### src/mees_pkg.sv
/*
 * Shared constants for the memory ECC error status block: register map,
 * field positions, reset values and the single-bit syndrome columns.
 * Assumes a 32-bit data word stored with 7 check bits.
 */
package mees_pkg;

   // ==========================================================
   // Word geometry
   localparam int MEES_DATA_W  = 32;                  // Data bits per word
   localparam int MEES_CHECK_W = 7;                   // Check bits per word
   localparam int MEES_WORD_W  = 39;                  // Stored array word

   // ==========================================================
   // Register map (byte offsets on the bus)
   localparam logic [3:0] MEES_OFF_STATUS  = 4'h0;   // memory_error_status
   localparam logic [3:0] MEES_OFF_INTSTAT = 4'h4;   // Sticky event bits
   localparam logic [3:0] MEES_OFF_INTMASK = 4'h8;   // Event mask

   // ==========================================================
   // memory_error_status fields
   localparam int MEES_DMA_BIT = 8;                   // DMA error flag
   localparam int MEES_PAR_BIT = 7;                   // Bus parity error flag
   localparam int MEES_SYN_LSB = 0;                   // Syndrome <6:0>

   // Event bits shared by status and mask registers
   localparam int MEES_EV_W      = 4;
   localparam int MEES_EV_DMA    = 0;
   localparam int MEES_EV_PAR    = 1;
   localparam int MEES_EV_UNCORR = 2;
   localparam int MEES_EV_CORR   = 3;

   // Reset values
   localparam logic [6:0]  MEES_SYN_RST  = 7'h00;
   localparam logic [3:0]  MEES_EV_RST   = 4'h0;
   localparam logic [31:0] MEES_DATA_RST = 32'h0000_0000;

   // Syndrome left by deliberately wrong check bits on a parity error
   localparam logic [6:0] MEES_SYN_PARITY = 7'h07;

   // Capture priority levels
   typedef enum logic [1:0] {
      MEES_LVL_NONE   = 2'b00,
      MEES_LVL_CORR   = 2'b01,
      MEES_LVL_UNCORR = 2'b10,
      MEES_LVL_PAR    = 2'b11
   } mees_level_t;

   // ==========================================================
   // Syndrome of a single error in each data bit
   localparam logic [6:0] MEES_COL [0:31] = '{
      7'h58, 7'h1C, 7'h1A, 7'h5E, 7'h1F, 7'h5B, 7'h5D, 7'h19,
      7'h68, 7'h2C, 7'h2A, 7'h6E, 7'h2F, 7'h6B, 7'h6D, 7'h29,
      7'h70, 7'h34, 7'h32, 7'h76, 7'h37, 7'h73, 7'h75, 7'h31,
      7'h38, 7'h7C, 7'h7A, 7'h3E, 7'h7F, 7'h3B, 7'h3D, 7'h79};

   // Check bits for a data word; check bit k sits alone in column 32+k
   function automatic logic [6:0] mees_check_bits(input logic [31:0] d);
      logic [6:0] c;
      c = 7'h00;
      for (int i = 0; i < 32; i++) begin
         if (d[i]) begin
            c = c ^ MEES_COL[i];
         end
      end
      return c;
   endfunction : mees_check_bits

endpackage : mees_pkg

### src/mees_error_status.sv
/*
 * Memory ECC error status: syndrome check of reads and masked writes, sticky
 * error flags, prioritised syndrome capture, event interrupt and a
 * classic Wishbone slave. Assumes reference strobes come from the
 * memory controller on clk; dcPowerGood arrives from a pin.
 */
// Design decisions made here: the register offsets and the Wishbone slave port.
// Function
// (RULE_01) DMA reference error sets DMA flag
// (RULE_02) CPU write parity error sets parity flag
// (RULE_03) Flags clear only on writing one
// (RULE_04) Power-up or halted power-good drop clears
// (RULE_05) Read-only seven-bit syndrome field
// (RULE_06) Zero syndrome means no error
// (RULE_07) Each single-bit error has distinct syndrome
// (RULE_08) Unmatched non-zero syndrome is uncorrectable
// (RULE_09) Syndrome follows page-address capture priority
// (RULE_10) Check bit k gives one-hot syndrome
// (RULE_11) Parity error stores poisoned check bits
// (RULE_12) Data bits decode from fixed syndromes
// (RULE_13) Parity over uncorrectable over correctable
// (RULE_14) Word is 32 data plus 7 check
// (RULE_15) Syndrome is XOR; single error corrected
`timescale 1ns/1ps
module mees_error_status
   import mees_pkg::*;
(
   input  wire logic        clk,          // 200 MHz controller clock
   input  wire logic        reset_n,      // Asynchronous, active low
   input  wire logic        wb_cyc_i,     // Wishbone cycle
   input  wire logic        wb_stb_i,     // Wishbone strobe
   input  wire logic        wb_we_i,      // Wishbone write
   input  wire logic [3:0]  wb_adr_i,     // Byte address
   input  wire logic [3:0]  wb_sel_i,     // Byte lanes
   input  wire logic [31:0] wb_dat_i,     // Write data
   output logic      [31:0] wb_dat_o,     // Read data
   output logic             wb_ack_o,     // Acknowledge
   input  wire logic        refValid,     // One-cycle reference strobe
   input  wire logic        refDma,       // Reference made by DMA
   input  wire logic        refWrite,     // Write reference
   input  wire logic        refMasked,    // Masked write (read first)
   input  wire logic        busParErr,    // Bus parity failed
   input  wire logic [31:0] rdData,       // Array read data
   input  wire logic [6:0]  rdCheck,      // Array read check bits
   input  wire logic [31:0] wrData,       // Data to write
   input  wire logic        dcPowerGood,  // Pin, asynchronous
   input  wire logic        cpuHalted,    // Processor halted
   output logic             outValid,     // Results below are fresh
   output logic      [31:0] outData,      // Corrected read data
   output logic      [6:0]  outCheck,     // Check bits to store
   output logic             irq           // Level interrupt
);

   // ==========================================================
   // Declarations
   logic [6:0]  syn;                 // Syndrome of the read word
   logic        single;              // Correctable pattern
   logic [31:0] fixData;             // Repaired data
   logic        parBad;              // CPU write parity failure
   logic [6:0]  wrCheck;             // Encoded check bits
   logic        eccChk;              // Reference reads the array
   logic        eccErr;              // Any detectable ECC error
   logic        corrEv;              // Correctable event
   logic        uncorrEv;            // Uncorrectable event
   logic        dmaEv;               // Error on a DMA reference
   mees_level_t newLvl;              // Priority of this cycle's error
   mees_level_t curLvl;              // Priority already captured
   logic        capture;             // Take a new syndrome
   logic        dcokMeta_r;          // Synchroniser stage one
   logic        dcokSync_r;          // Synchroniser stage two
   logic        dcokLast_r;          // Delayed copy for edge detect
   logic        powerClr;            // Halted power-good negation
   logic        errDma_r;            // DMA error flag
   logic        errPar_r;            // Bus parity error flag
   logic [6:0]  synCap_r;            // Captured syndrome
   logic [3:0]  evStat_r;            // Sticky event bits
   logic [3:0]  evMask_r;            // Event mask
   logic        outValid_r;          // Result strobe
   logic [31:0] outData_r;           // Result data
   logic [6:0]  outCheck_r;          // Result check bits
   logic        ack_r;               // Bus acknowledge
   logic [31:0] rdMux_r;             // Registered read data
   logic        busReq;              // New bus request this cycle
   logic        wrStatus;            // Write to error status
   logic        wrEvStat;            // Write to event status
   logic        wrEvMask;            // Write to event mask

   // ==========================================================
   // Syndrome decode and write encode
   mees_syn_decode u_dec (
      .rdData    (rdData),
      .rdCheck   (rdCheck),   // see (RULE_14)
      .syndrome  (syn),
      .singleHit (single),
      .fixData   (fixData)
   );

   mees_write_encode u_enc (
      .wrData  (wrData),
      .parBad  (parBad),
      .wrCheck (wrCheck)
   );

   // ==========================================================
   // Event classification
   always_comb begin
      // DMA write parity is never checked
      parBad   = refValid && refWrite && !refDma && busParErr;
      // Reads and masked writes both fetch the stored word
      eccChk   = refValid && (!refWrite || refMasked);
      eccErr   = eccChk && (syn != MEES_SYN_RST);     // see (RULE_06)
      corrEv   = eccErr && single;                    // see (RULE_07)
      uncorrEv = eccErr && !single;                   // see (RULE_08)
      dmaEv    = refValid && refDma && eccErr;        // see (RULE_01)
   end

   // ==========================================================
   // Priority of the new error against what is held
   always_comb begin
      if (parBad) begin
         newLvl = MEES_LVL_PAR;                       // see (RULE_13)
      end else if (uncorrEv) begin
         newLvl = MEES_LVL_UNCORR;
      end else if (corrEv) begin
         newLvl = MEES_LVL_CORR;
      end else begin
         newLvl = MEES_LVL_NONE;
      end
      // Held level follows the sticky flags; clearing them re-arms
      if (errPar_r) begin
         curLvl = MEES_LVL_PAR;
      end else if (evStat_r[MEES_EV_UNCORR]) begin
         curLvl = MEES_LVL_UNCORR;
      end else if (evStat_r[MEES_EV_CORR]) begin
         curLvl = MEES_LVL_CORR;
      end else begin
         curLvl = MEES_LVL_NONE;
      end
      // Equal priority never overwrites
      capture = (newLvl > curLvl);                    // see (RULE_09)
   end

   // ==========================================================
   // Power-good synchroniser and halted negation detect
   always_ff @(posedge clk or negedge reset_n) begin
      if (!reset_n) begin
         dcokMeta_r <= 1'b1;
         dcokSync_r <= 1'b1;
         dcokLast_r <= 1'b1;
      end else begin
         dcokMeta_r <= dcPowerGood;
         dcokSync_r <= dcokMeta_r;
         dcokLast_r <= dcokSync_r;
      end
   end

   // Only the second stage and its copy feed logic
   assign powerClr = dcokLast_r && !dcokSync_r && cpuHalted;

   // ==========================================================
   // Bus decode; writes land on the edge that ends the cycle with ack high,
   // so a master that abandons the cycle early never changes state
   always_comb begin
      busReq   = wb_cyc_i && wb_stb_i && !ack_r;
      wrStatus = wb_cyc_i && wb_stb_i && ack_r && wb_we_i && (wb_adr_i == MEES_OFF_STATUS);
      wrEvStat = wb_cyc_i && wb_stb_i && ack_r && wb_we_i && (wb_adr_i == MEES_OFF_INTSTAT) && wb_sel_i[0];
      wrEvMask = wb_cyc_i && wb_stb_i && ack_r && wb_we_i && (wb_adr_i == MEES_OFF_INTMASK) && wb_sel_i[0];
   end

   // ==========================================================
   // DMA error flag: set wins over the clear
   always_ff @(posedge clk or negedge reset_n) begin
      if (!reset_n) begin
         errDma_r <= 1'b0;                            // see (RULE_04)
      end else if (dmaEv) begin
         errDma_r <= 1'b1;                            // see (RULE_01)
      end else if (powerClr) begin
         errDma_r <= 1'b0;                            // see (RULE_04)
      end else if (wrStatus && wb_sel_i[1] && wb_dat_i[MEES_DMA_BIT]) begin
         errDma_r <= 1'b0;                            // see (RULE_03)
      end
   end

   // ==========================================================
   // Bus parity error flag
   always_ff @(posedge clk or negedge reset_n) begin
      if (!reset_n) begin
         errPar_r <= 1'b0;
      end else if (parBad) begin
         errPar_r <= 1'b1;                            // see (RULE_02)
      end else if (powerClr) begin
         errPar_r <= 1'b0;                            // see (RULE_04)
      end else if (wrStatus && wb_sel_i[0] && wb_dat_i[MEES_PAR_BIT]) begin
         errPar_r <= 1'b0;                            // see (RULE_03)
      end
   end

   // ==========================================================
   // Syndrome capture; software writes never reach it
   always_ff @(posedge clk or negedge reset_n) begin
      if (!reset_n) begin
         synCap_r <= MEES_SYN_RST;
      end else if (capture) begin
         // A parity error records the code its poison will give
         synCap_r <= parBad ? MEES_SYN_PARITY : syn;  // see (RULE_09)
      end else if (powerClr) begin
         synCap_r <= MEES_SYN_RST;                    // see (RULE_04)
      end
   end

   // ==========================================================
   // Sticky events, one-to-clear, set wins
   always_ff @(posedge clk or negedge reset_n) begin
      if (!reset_n) begin
         evStat_r <= MEES_EV_RST;
      end else begin
         for (int b = 0; b < MEES_EV_W; b++) begin
            if (powerClr || (wrEvStat && wb_dat_i[b])) begin
               evStat_r[b] <= 1'b0;
            end
         end
         if (dmaEv) begin
            evStat_r[MEES_EV_DMA] <= 1'b1;
         end
         if (parBad) begin
            evStat_r[MEES_EV_PAR] <= 1'b1;
         end
         if (uncorrEv) begin
            evStat_r[MEES_EV_UNCORR] <= 1'b1;         // see (RULE_08)
         end
         if (corrEv) begin
            evStat_r[MEES_EV_CORR] <= 1'b1;
         end
      end
   end

   // Mask register
   always_ff @(posedge clk or negedge reset_n) begin
      if (!reset_n) begin
         evMask_r <= MEES_EV_RST;
      end else if (wrEvMask) begin
         evMask_r <= wb_dat_i[MEES_EV_W-1:0];
      end
   end

   assign irq = |(evStat_r & evMask_r);

   // ==========================================================
   // Result registers toward the array and the requester
   always_ff @(posedge clk or negedge reset_n) begin
      if (!reset_n) begin
         outValid_r <= 1'b0;
         outData_r  <= MEES_DATA_RST;
         outCheck_r <= MEES_SYN_RST;
      end else begin
         outValid_r <= refValid;
         if (refValid) begin
            outData_r  <= fixData;                    // see (RULE_15)
            outCheck_r <= wrCheck;                    // see (RULE_11)
         end
      end
   end

   assign outValid = outValid_r;
   assign outData  = outData_r;
   assign outCheck = outCheck_r;

   // ==========================================================
   // Wishbone answer: ack one cycle after the request
   always_ff @(posedge clk or negedge reset_n) begin
      if (!reset_n) begin
         ack_r   <= 1'b0;
         rdMux_r <= MEES_DATA_RST;
      end else begin
         ack_r <= busReq;
         case (wb_adr_i)
            MEES_OFF_STATUS: begin
               rdMux_r <= {23'h000000, errDma_r, errPar_r, synCap_r}; // see (RULE_05)
            end
            MEES_OFF_INTSTAT: begin
               rdMux_r <= {28'h0000000, evStat_r};
            end
            MEES_OFF_INTMASK: begin
               rdMux_r <= {28'h0000000, evMask_r};
            end
            default: begin
               // Unmapped offsets read zero and still acknowledge
               rdMux_r <= MEES_DATA_RST;
            end
         endcase
      end
   end

   assign wb_ack_o = ack_r;
   assign wb_dat_o = rdMux_r;

   // ==========================================================
   // Assertions
   property p_dma_set;
      @(posedge clk) disable iff (!reset_n) dmaEv |=> errDma_r;
   endproperty
   a_dma_set: assert property (p_dma_set) else $error("DMA flag not set"); // see (RULE_01)

   property p_par_set;
      @(posedge clk) disable iff (!reset_n)
         (refValid && refWrite && !refDma && busParErr) |=> errPar_r && evStat_r[MEES_EV_PAR];
   endproperty
   a_par_set: assert property (p_par_set) else $error("Parity flag not set"); // see (RULE_02)

   property p_zero_write;
      @(posedge clk) disable iff (!reset_n)
         (wrStatus && !wb_dat_i[MEES_DMA_BIT] && !wb_dat_i[MEES_PAR_BIT] && !powerClr)
            |=> ($stable(errDma_r) || errDma_r) && ($stable(errPar_r) || errPar_r);
   endproperty
   a_zero_write: assert property (p_zero_write) else $error("Zero write cleared flag"); // see (RULE_03)

   property p_power_clr;
      @(posedge clk) disable iff (!reset_n)
         (powerClr && !refValid) |=> !errDma_r && !errPar_r && (synCap_r == 7'h00);
   endproperty
   a_power_clr: assert property (p_power_clr) else $error("Power clear missed"); // see (RULE_04)

   property p_syn_ro;
      @(posedge clk) disable iff (!reset_n)
         (wrStatus && !capture && !powerClr) |=> $stable(synCap_r);
   endproperty
   a_syn_ro: assert property (p_syn_ro) else $error("Syndrome written by bus"); // see (RULE_05)

   property p_cap_nonzero;
      @(posedge clk) disable iff (!reset_n) (capture && eccErr) |=> synCap_r != 7'h00;
   endproperty
   a_cap_nonzero: assert property (p_cap_nonzero) else $error("Zero syndrome captured"); // see (RULE_06)

   property p_uncorr;
      @(posedge clk) disable iff (!reset_n)
         (eccChk && syn != 7'h00 && !single) |=> evStat_r[MEES_EV_UNCORR] && outValid_r;
   endproperty
   a_uncorr: assert property (p_uncorr) else $error("Uncorrectable not flagged"); // see (RULE_08)

   property p_no_overwrite;
      @(posedge clk) disable iff (!reset_n)
         (errPar_r && !powerClr && !(wrStatus && wb_dat_i[MEES_PAR_BIT])) |=> $stable(synCap_r);
   endproperty
   a_no_overwrite: assert property (p_no_overwrite) else $error("Captured syndrome overwritten"); // see (RULE_13)

   property p_poison;
      @(posedge clk) disable iff (!reset_n)
         parBad |=> (outCheck_r ^ mees_check_bits($past(wrData))) == 7'h07;
   endproperty
   a_poison: assert property (p_poison) else $error("Check bits not poisoned"); // see (RULE_11)

   property p_correct;
      @(posedge clk) disable iff (!reset_n)
         corrEv |=> $countones(outData_r ^ $past(rdData)) <= 1;
   endproperty
   a_correct: assert property (p_correct) else $error("Correction flipped several bits"); // see (RULE_15)

endmodule : mees_error_status

### src/mees_syn_decode.sv
/*
 * Syndrome former and single-bit decoder for one read word.
 * Purely combinational; the caller registers the results.
 */
`timescale 1ns/1ps
module mees_syn_decode
   import mees_pkg::*;
(
   input  wire logic [31:0] rdData,      // Data read from the array
   input  wire logic [6:0]  rdCheck,     // Check bits read from the array
   output logic      [6:0]  syndrome,    // Zero when no error
   output logic             singleHit,   // Syndrome matches one bit
   output logic      [31:0] fixData      // Data with the bad bit inverted
);

   // ==========================================================
   // Syndrome and match against every single-bit code
   always_comb begin
      syndrome  = rdCheck ^ mees_check_bits(rdData);   // see (RULE_15)
      singleHit = 1'b0;
      fixData   = rdData;
      // Data columns: invert the matching data bit
      for (int i = 0; i < 32; i++) begin
         if (syndrome == MEES_COL[i]) begin             // see (RULE_12)
            singleHit  = 1'b1;
            fixData[i] = ~rdData[i];                    // see (RULE_15)
         end
      end
      // Check-bit errors are one-hot; data needs no repair
      for (int k = 0; k < 7; k++) begin
         if (syndrome == (7'h01 << k)) begin            // see (RULE_10)
            singleHit = 1'b1;
         end
      end
   end

endmodule : mees_syn_decode

### src/mees_write_encode.sv
/*
 * Check-bit generator for the word about to be written.
 * Assumes the parity verdict arrives with the data in the same cycle.
 */
`timescale 1ns/1ps
module mees_write_encode
   import mees_pkg::*;
(
   input  wire logic [31:0] wrData,      // Data to be stored
   input  wire logic        parBad,      // Bus parity failed on this write
   output logic      [6:0]  wrCheck      // Check bits to store
);

   // ==========================================================
   // Poison on parity failure so a later read flags the word
   always_comb begin
      wrCheck = mees_check_bits(wrData);
      if (parBad) begin
         wrCheck = wrCheck ^ MEES_SYN_PARITY;            // see (RULE_11)
      end
   end

endmodule : mees_write_encode

### config.mk
export PLATFORM = sky130hd
export DESIGN_NAME = mees_error_status
export DESIGN_NICKNAME = d
export VERILOG_FILES = /design/src/mees_pkg.sv /design/src/mees_error_status.sv /design/src/mees_syn_decode.sv /design/src/mees_write_encode.sv
export SDC_FILE = /design/constraint.sdc
export NUM_CORES = 1
export LEC_CHECK = 0
export ABC_AREA = 1
export BUFFER_PORTS_ARGS = -buffer_cell sky130_fd_sc_hd__buf_2
export CAP_MARGIN = 10
export CORE_MARGIN = 2
export CORE_UTILIZATION = 45
export CTS_BUF_LIST = sky130_fd_sc_hd__clkbuf_16
export CTS_CLUSTER_DIAMETER = 200
export DETAILED_ROUTE_END_ITERATION = 12
export PLACE_DENSITY_LB_ADDON = 0.08
export SLEW_MARGIN = 5
export SYNTH_ARGS = -nofsm -noshare
export SYNTH_HDL_FRONTEND = slang
export SYNTH_SLANG_ARGS = --single-unit
### constraint.sdc
create_clock -name clk -period 2.3 [get_ports clk]
set_input_delay 0.46 -clock clk [delete_from_list [all_inputs] [get_ports clk]]
set_output_delay 0.46 -clock clk [all_outputs]
set_load 0.01 [all_outputs]
==> qor.txt <==
Outcome = finished with violations
Failing checks = setup timing
PortBufs = 145
Dpl cell area = 8160 sq um
Layout Skew = 0.00681 ns
WL/cell = 13.8 um
Starting Density = 46.1%
Power Density = 724 nW/um^2
Design Area, Final = 9640 sq um
Worst min-delay path class = input pin to asynchronous set/reset pin
Syn Area/Cell = 6.91 sq um
Clock Tree Buf Depth = 2
Filler instances = 1199
Final Max Tran Viols = 0
Worst EP required = 2.55 ns
CP Class = input pin to register
CTS clk-pin slew, worst paths = 0.06 ns
Die X = 123 um
Crit end category = register
EDFF count, synth = 0
Setup Viol. Count Final = 26
Crit-path max FO = 7
DRT Pass-1 Iters = 6
CTS H-Tree Depth = 3
Gpl congestion = 0.971
Main synth FF type = dfrtp_1
Antenna violations before repair = 0
Register area = 1760 sq um
Largest net degree at the start of global routing = 55
Syn Inst Count = 929
Synth top area cells = dfrtp_1 (26%), nand2_1 (17%), xor2_1 (12%)
Sink Count = 70
Vias = 6478
Total track usage = 25.3%
Synth Register Bits = 70
CTS Buf Count = 9
Hold buffer count at CTS = 0
Leakage = 5.07 nW
CTS Root Cell = clkbuf_16
Min Clock Period, post-route = 3.23 ns
Async set or reset register ratio after synthesis = 100%
Core area = 13900 sq um
Final period util = 140%
First-pass GRT wire length = 29800 um
Area of the multi-input gates = 4870 sq um
Boundary pin count = 197
Vias in the first global route = 6110
Fraction of layout cells with a size suffix above 1 = 43.7%
Post-synthesis cell type count = 46
Sequential share of the synthesized area = 27.3%
Final setup margin = -0.926 ns
Via density = 4.65
Final-stage net count = 1334
Post-DRT Antenna Nets = 0
CTS tree = built
Grt ovf = 0
Top-area cell type share of the netlist area = 26.1%
Post-Syn Area = 6420 sq um
Commonest non-fill, non-tap cell in the layout = nand2_1
CP startpoint kind = input pin
Synthesis Warnings = 0
Fmax achieved = 310 MHz
# Max-Cap Violations = 0
Detailed placer's ending HPWL = 15000 um
Site Rows = 43
Hold slack = 0.0833 ns
RSZ-0062 raised after global routing = yes
# diodes = 0
Final hold violations = 0
Total Routed Length = 19200 um
1st-iter DRT viols = 362
Crit path DAT = 3.47 ns
Synthesis-to-finish area growth = 50.1%
Residual DRC = 0
Die Y-Extent = 123 um
Maximum vdd ir drop = 0.355 mV
Clk_lat worst skew = 0.33 ns
Commonest non-fill, non-tap cells in the layout = nand2_1 (226), buf_2 (133), buf_4 (129)
Synth area leader = dfrtp_1
Die area = 15200 sq um
Pre-CTS setup slack = -1.30 ns
-- per-layer routing --
metal | track usage, % | vias up | share of wire [%]
met5 | 0 | - | 0
met1 | 31.7 | 2887 | 42
li1 | - | 3353 | -
met2 | 44.2 | 193 | 50
met3 | 2.54 | 45 | 4.4
met4 | 10.7 | 0 | 3.7
-- per-stage QoR --
stage / util [%] / TNS, ns / cells / total power, mW
finish: 69.2 / -8.00 / 1394 / 6.98
detailed placement: 58.6 / -22.22 / 1350 / 4.61
global placement: 58.6 / -21.12 / 1350 / 4.59
floorplan: - / -5.43 / 951 / 3.53
global route: 69.2 / -12.77 / 1394 / 7.47
CTS: 64.5 / -6.69 / 1386 / 6.49
-- synth_stat cells, types with 4 or more instances --
library cell and n:
a21oi_1 15, buf_2 4, buf_4 29, clkbuf_1 8, dfrtp_1 67, inv_1 90
inv_2 20, nand2_1 296, nand2_2 15, nand3_1 38, nand3_2 4, nand3b_1 5
nand4_1 4, nor2_1 65, nor2_2 7, nor3_1 4, o21ai_0 40, o221ai_1 4
o22ai_1 4, or2_2 4, xnor2_1 77, xor2_1 90
-- repair_timing --
action,in CTS,in global routing
setup endpoints to repair,31,43
buffers inserted,19,14
hold endpoints to repair,0,0
resized for setup,84,170
gates cloned,2,0
pin swaps,52,67
-- flip-flops by register name, indices dropped and copies added, names as in the netlist --
signal,flops
outData,32
synCap_r,7
wb_ack_o,1
evMask_r,4
errPar_r,1
dcokSync_r,1
dcokLast_r,1
wb_dat_o,9
dcokMeta_r,1
evStat_r,4
outValid,1
errDma_r,1
outCheck,7
-- cell type report --
type                            count  area share (%)
Multi-Input combinational cell    725            50.5
Timing Repair Buffer              291            21.0
Sequential cell                    70            18.2
Inverter                          112            4.54
Clock buffer                        9            2.34
Tap cell                          180            2.34
Clock inverter                      7            1.09
-- power by group --
| part | switching, mW | internal, mW | leakage [nW] | total, mW |
|---|---|---|---|---|
| combinational | 2.23 | 1.67 | 4.05 | 3.90 |
| sequential | 0.110 | 1.46 | 0.858 | 1.57 |
| clock | 0.549 | 0.964 | 0.158 | 1.51 |
| total | 2.89 | 4.09 | 5.07 | 6.98 |
-- kinds of logic (layout without fill, tap and decap cells) --
logic type	after synthesis	after routing	synth area share, %
buffers and inverters	158	419	11.3
xor gates and xnor gates	172	172	24.2
other	1	23	0.0584
adders and majority gates	2	2	0.389
DFF	70	70	27.3
AOI/OAI and AO/OA	73	73	6.27
and+or+nand+nor	453	455	30.4
-- path summary, 6_finish.rpt --
| kind | cells past startpoint | slack, ns | startpoint | endpoint |
|---|---|---|---|---|
| setup / recovery | 22 | -0.93 | rdData[28] | synCap_r[5] |
| hold / removal | 1 | 0.08 | reset_n | outValid |
| setup reg to reg | 7 | 0.73 | evStat_r[2] | synCap_r[5] |
| hold reg to reg | 0 | 0.36 | dcokMeta_r | dcokSync_r |
| max in group asynchronous | 2 | 1.53 | reset_n | dcokMeta_r |
| min in group clk | 1 | 0.23 | dcPowerGood | dcokMeta_r |
-- critical path, cell delays in order --
cell and delay, ns:
buf_4 0.15, buf_4 0.15, xnor2_4 0.24, xor2_2 0.22, xor2_2 0.19, buf_4 0.17
nand2_8 0.08, nand2_8 0.12, nand2_4 0.07, nor2_4 0.23, nand2_1 0.13, nand3_1 0.15
nor2_2 0.07, nand4_1 0.14, nand2_2 0.09, ha_4 0.27, nand2_2 0.05, a22oi_2 0.14
inv_2 0.08, nor2_2 0.09, inv_2 0.06, o22ai_1 0.10
Note: power is estimated with default switching activity, not from simulation.
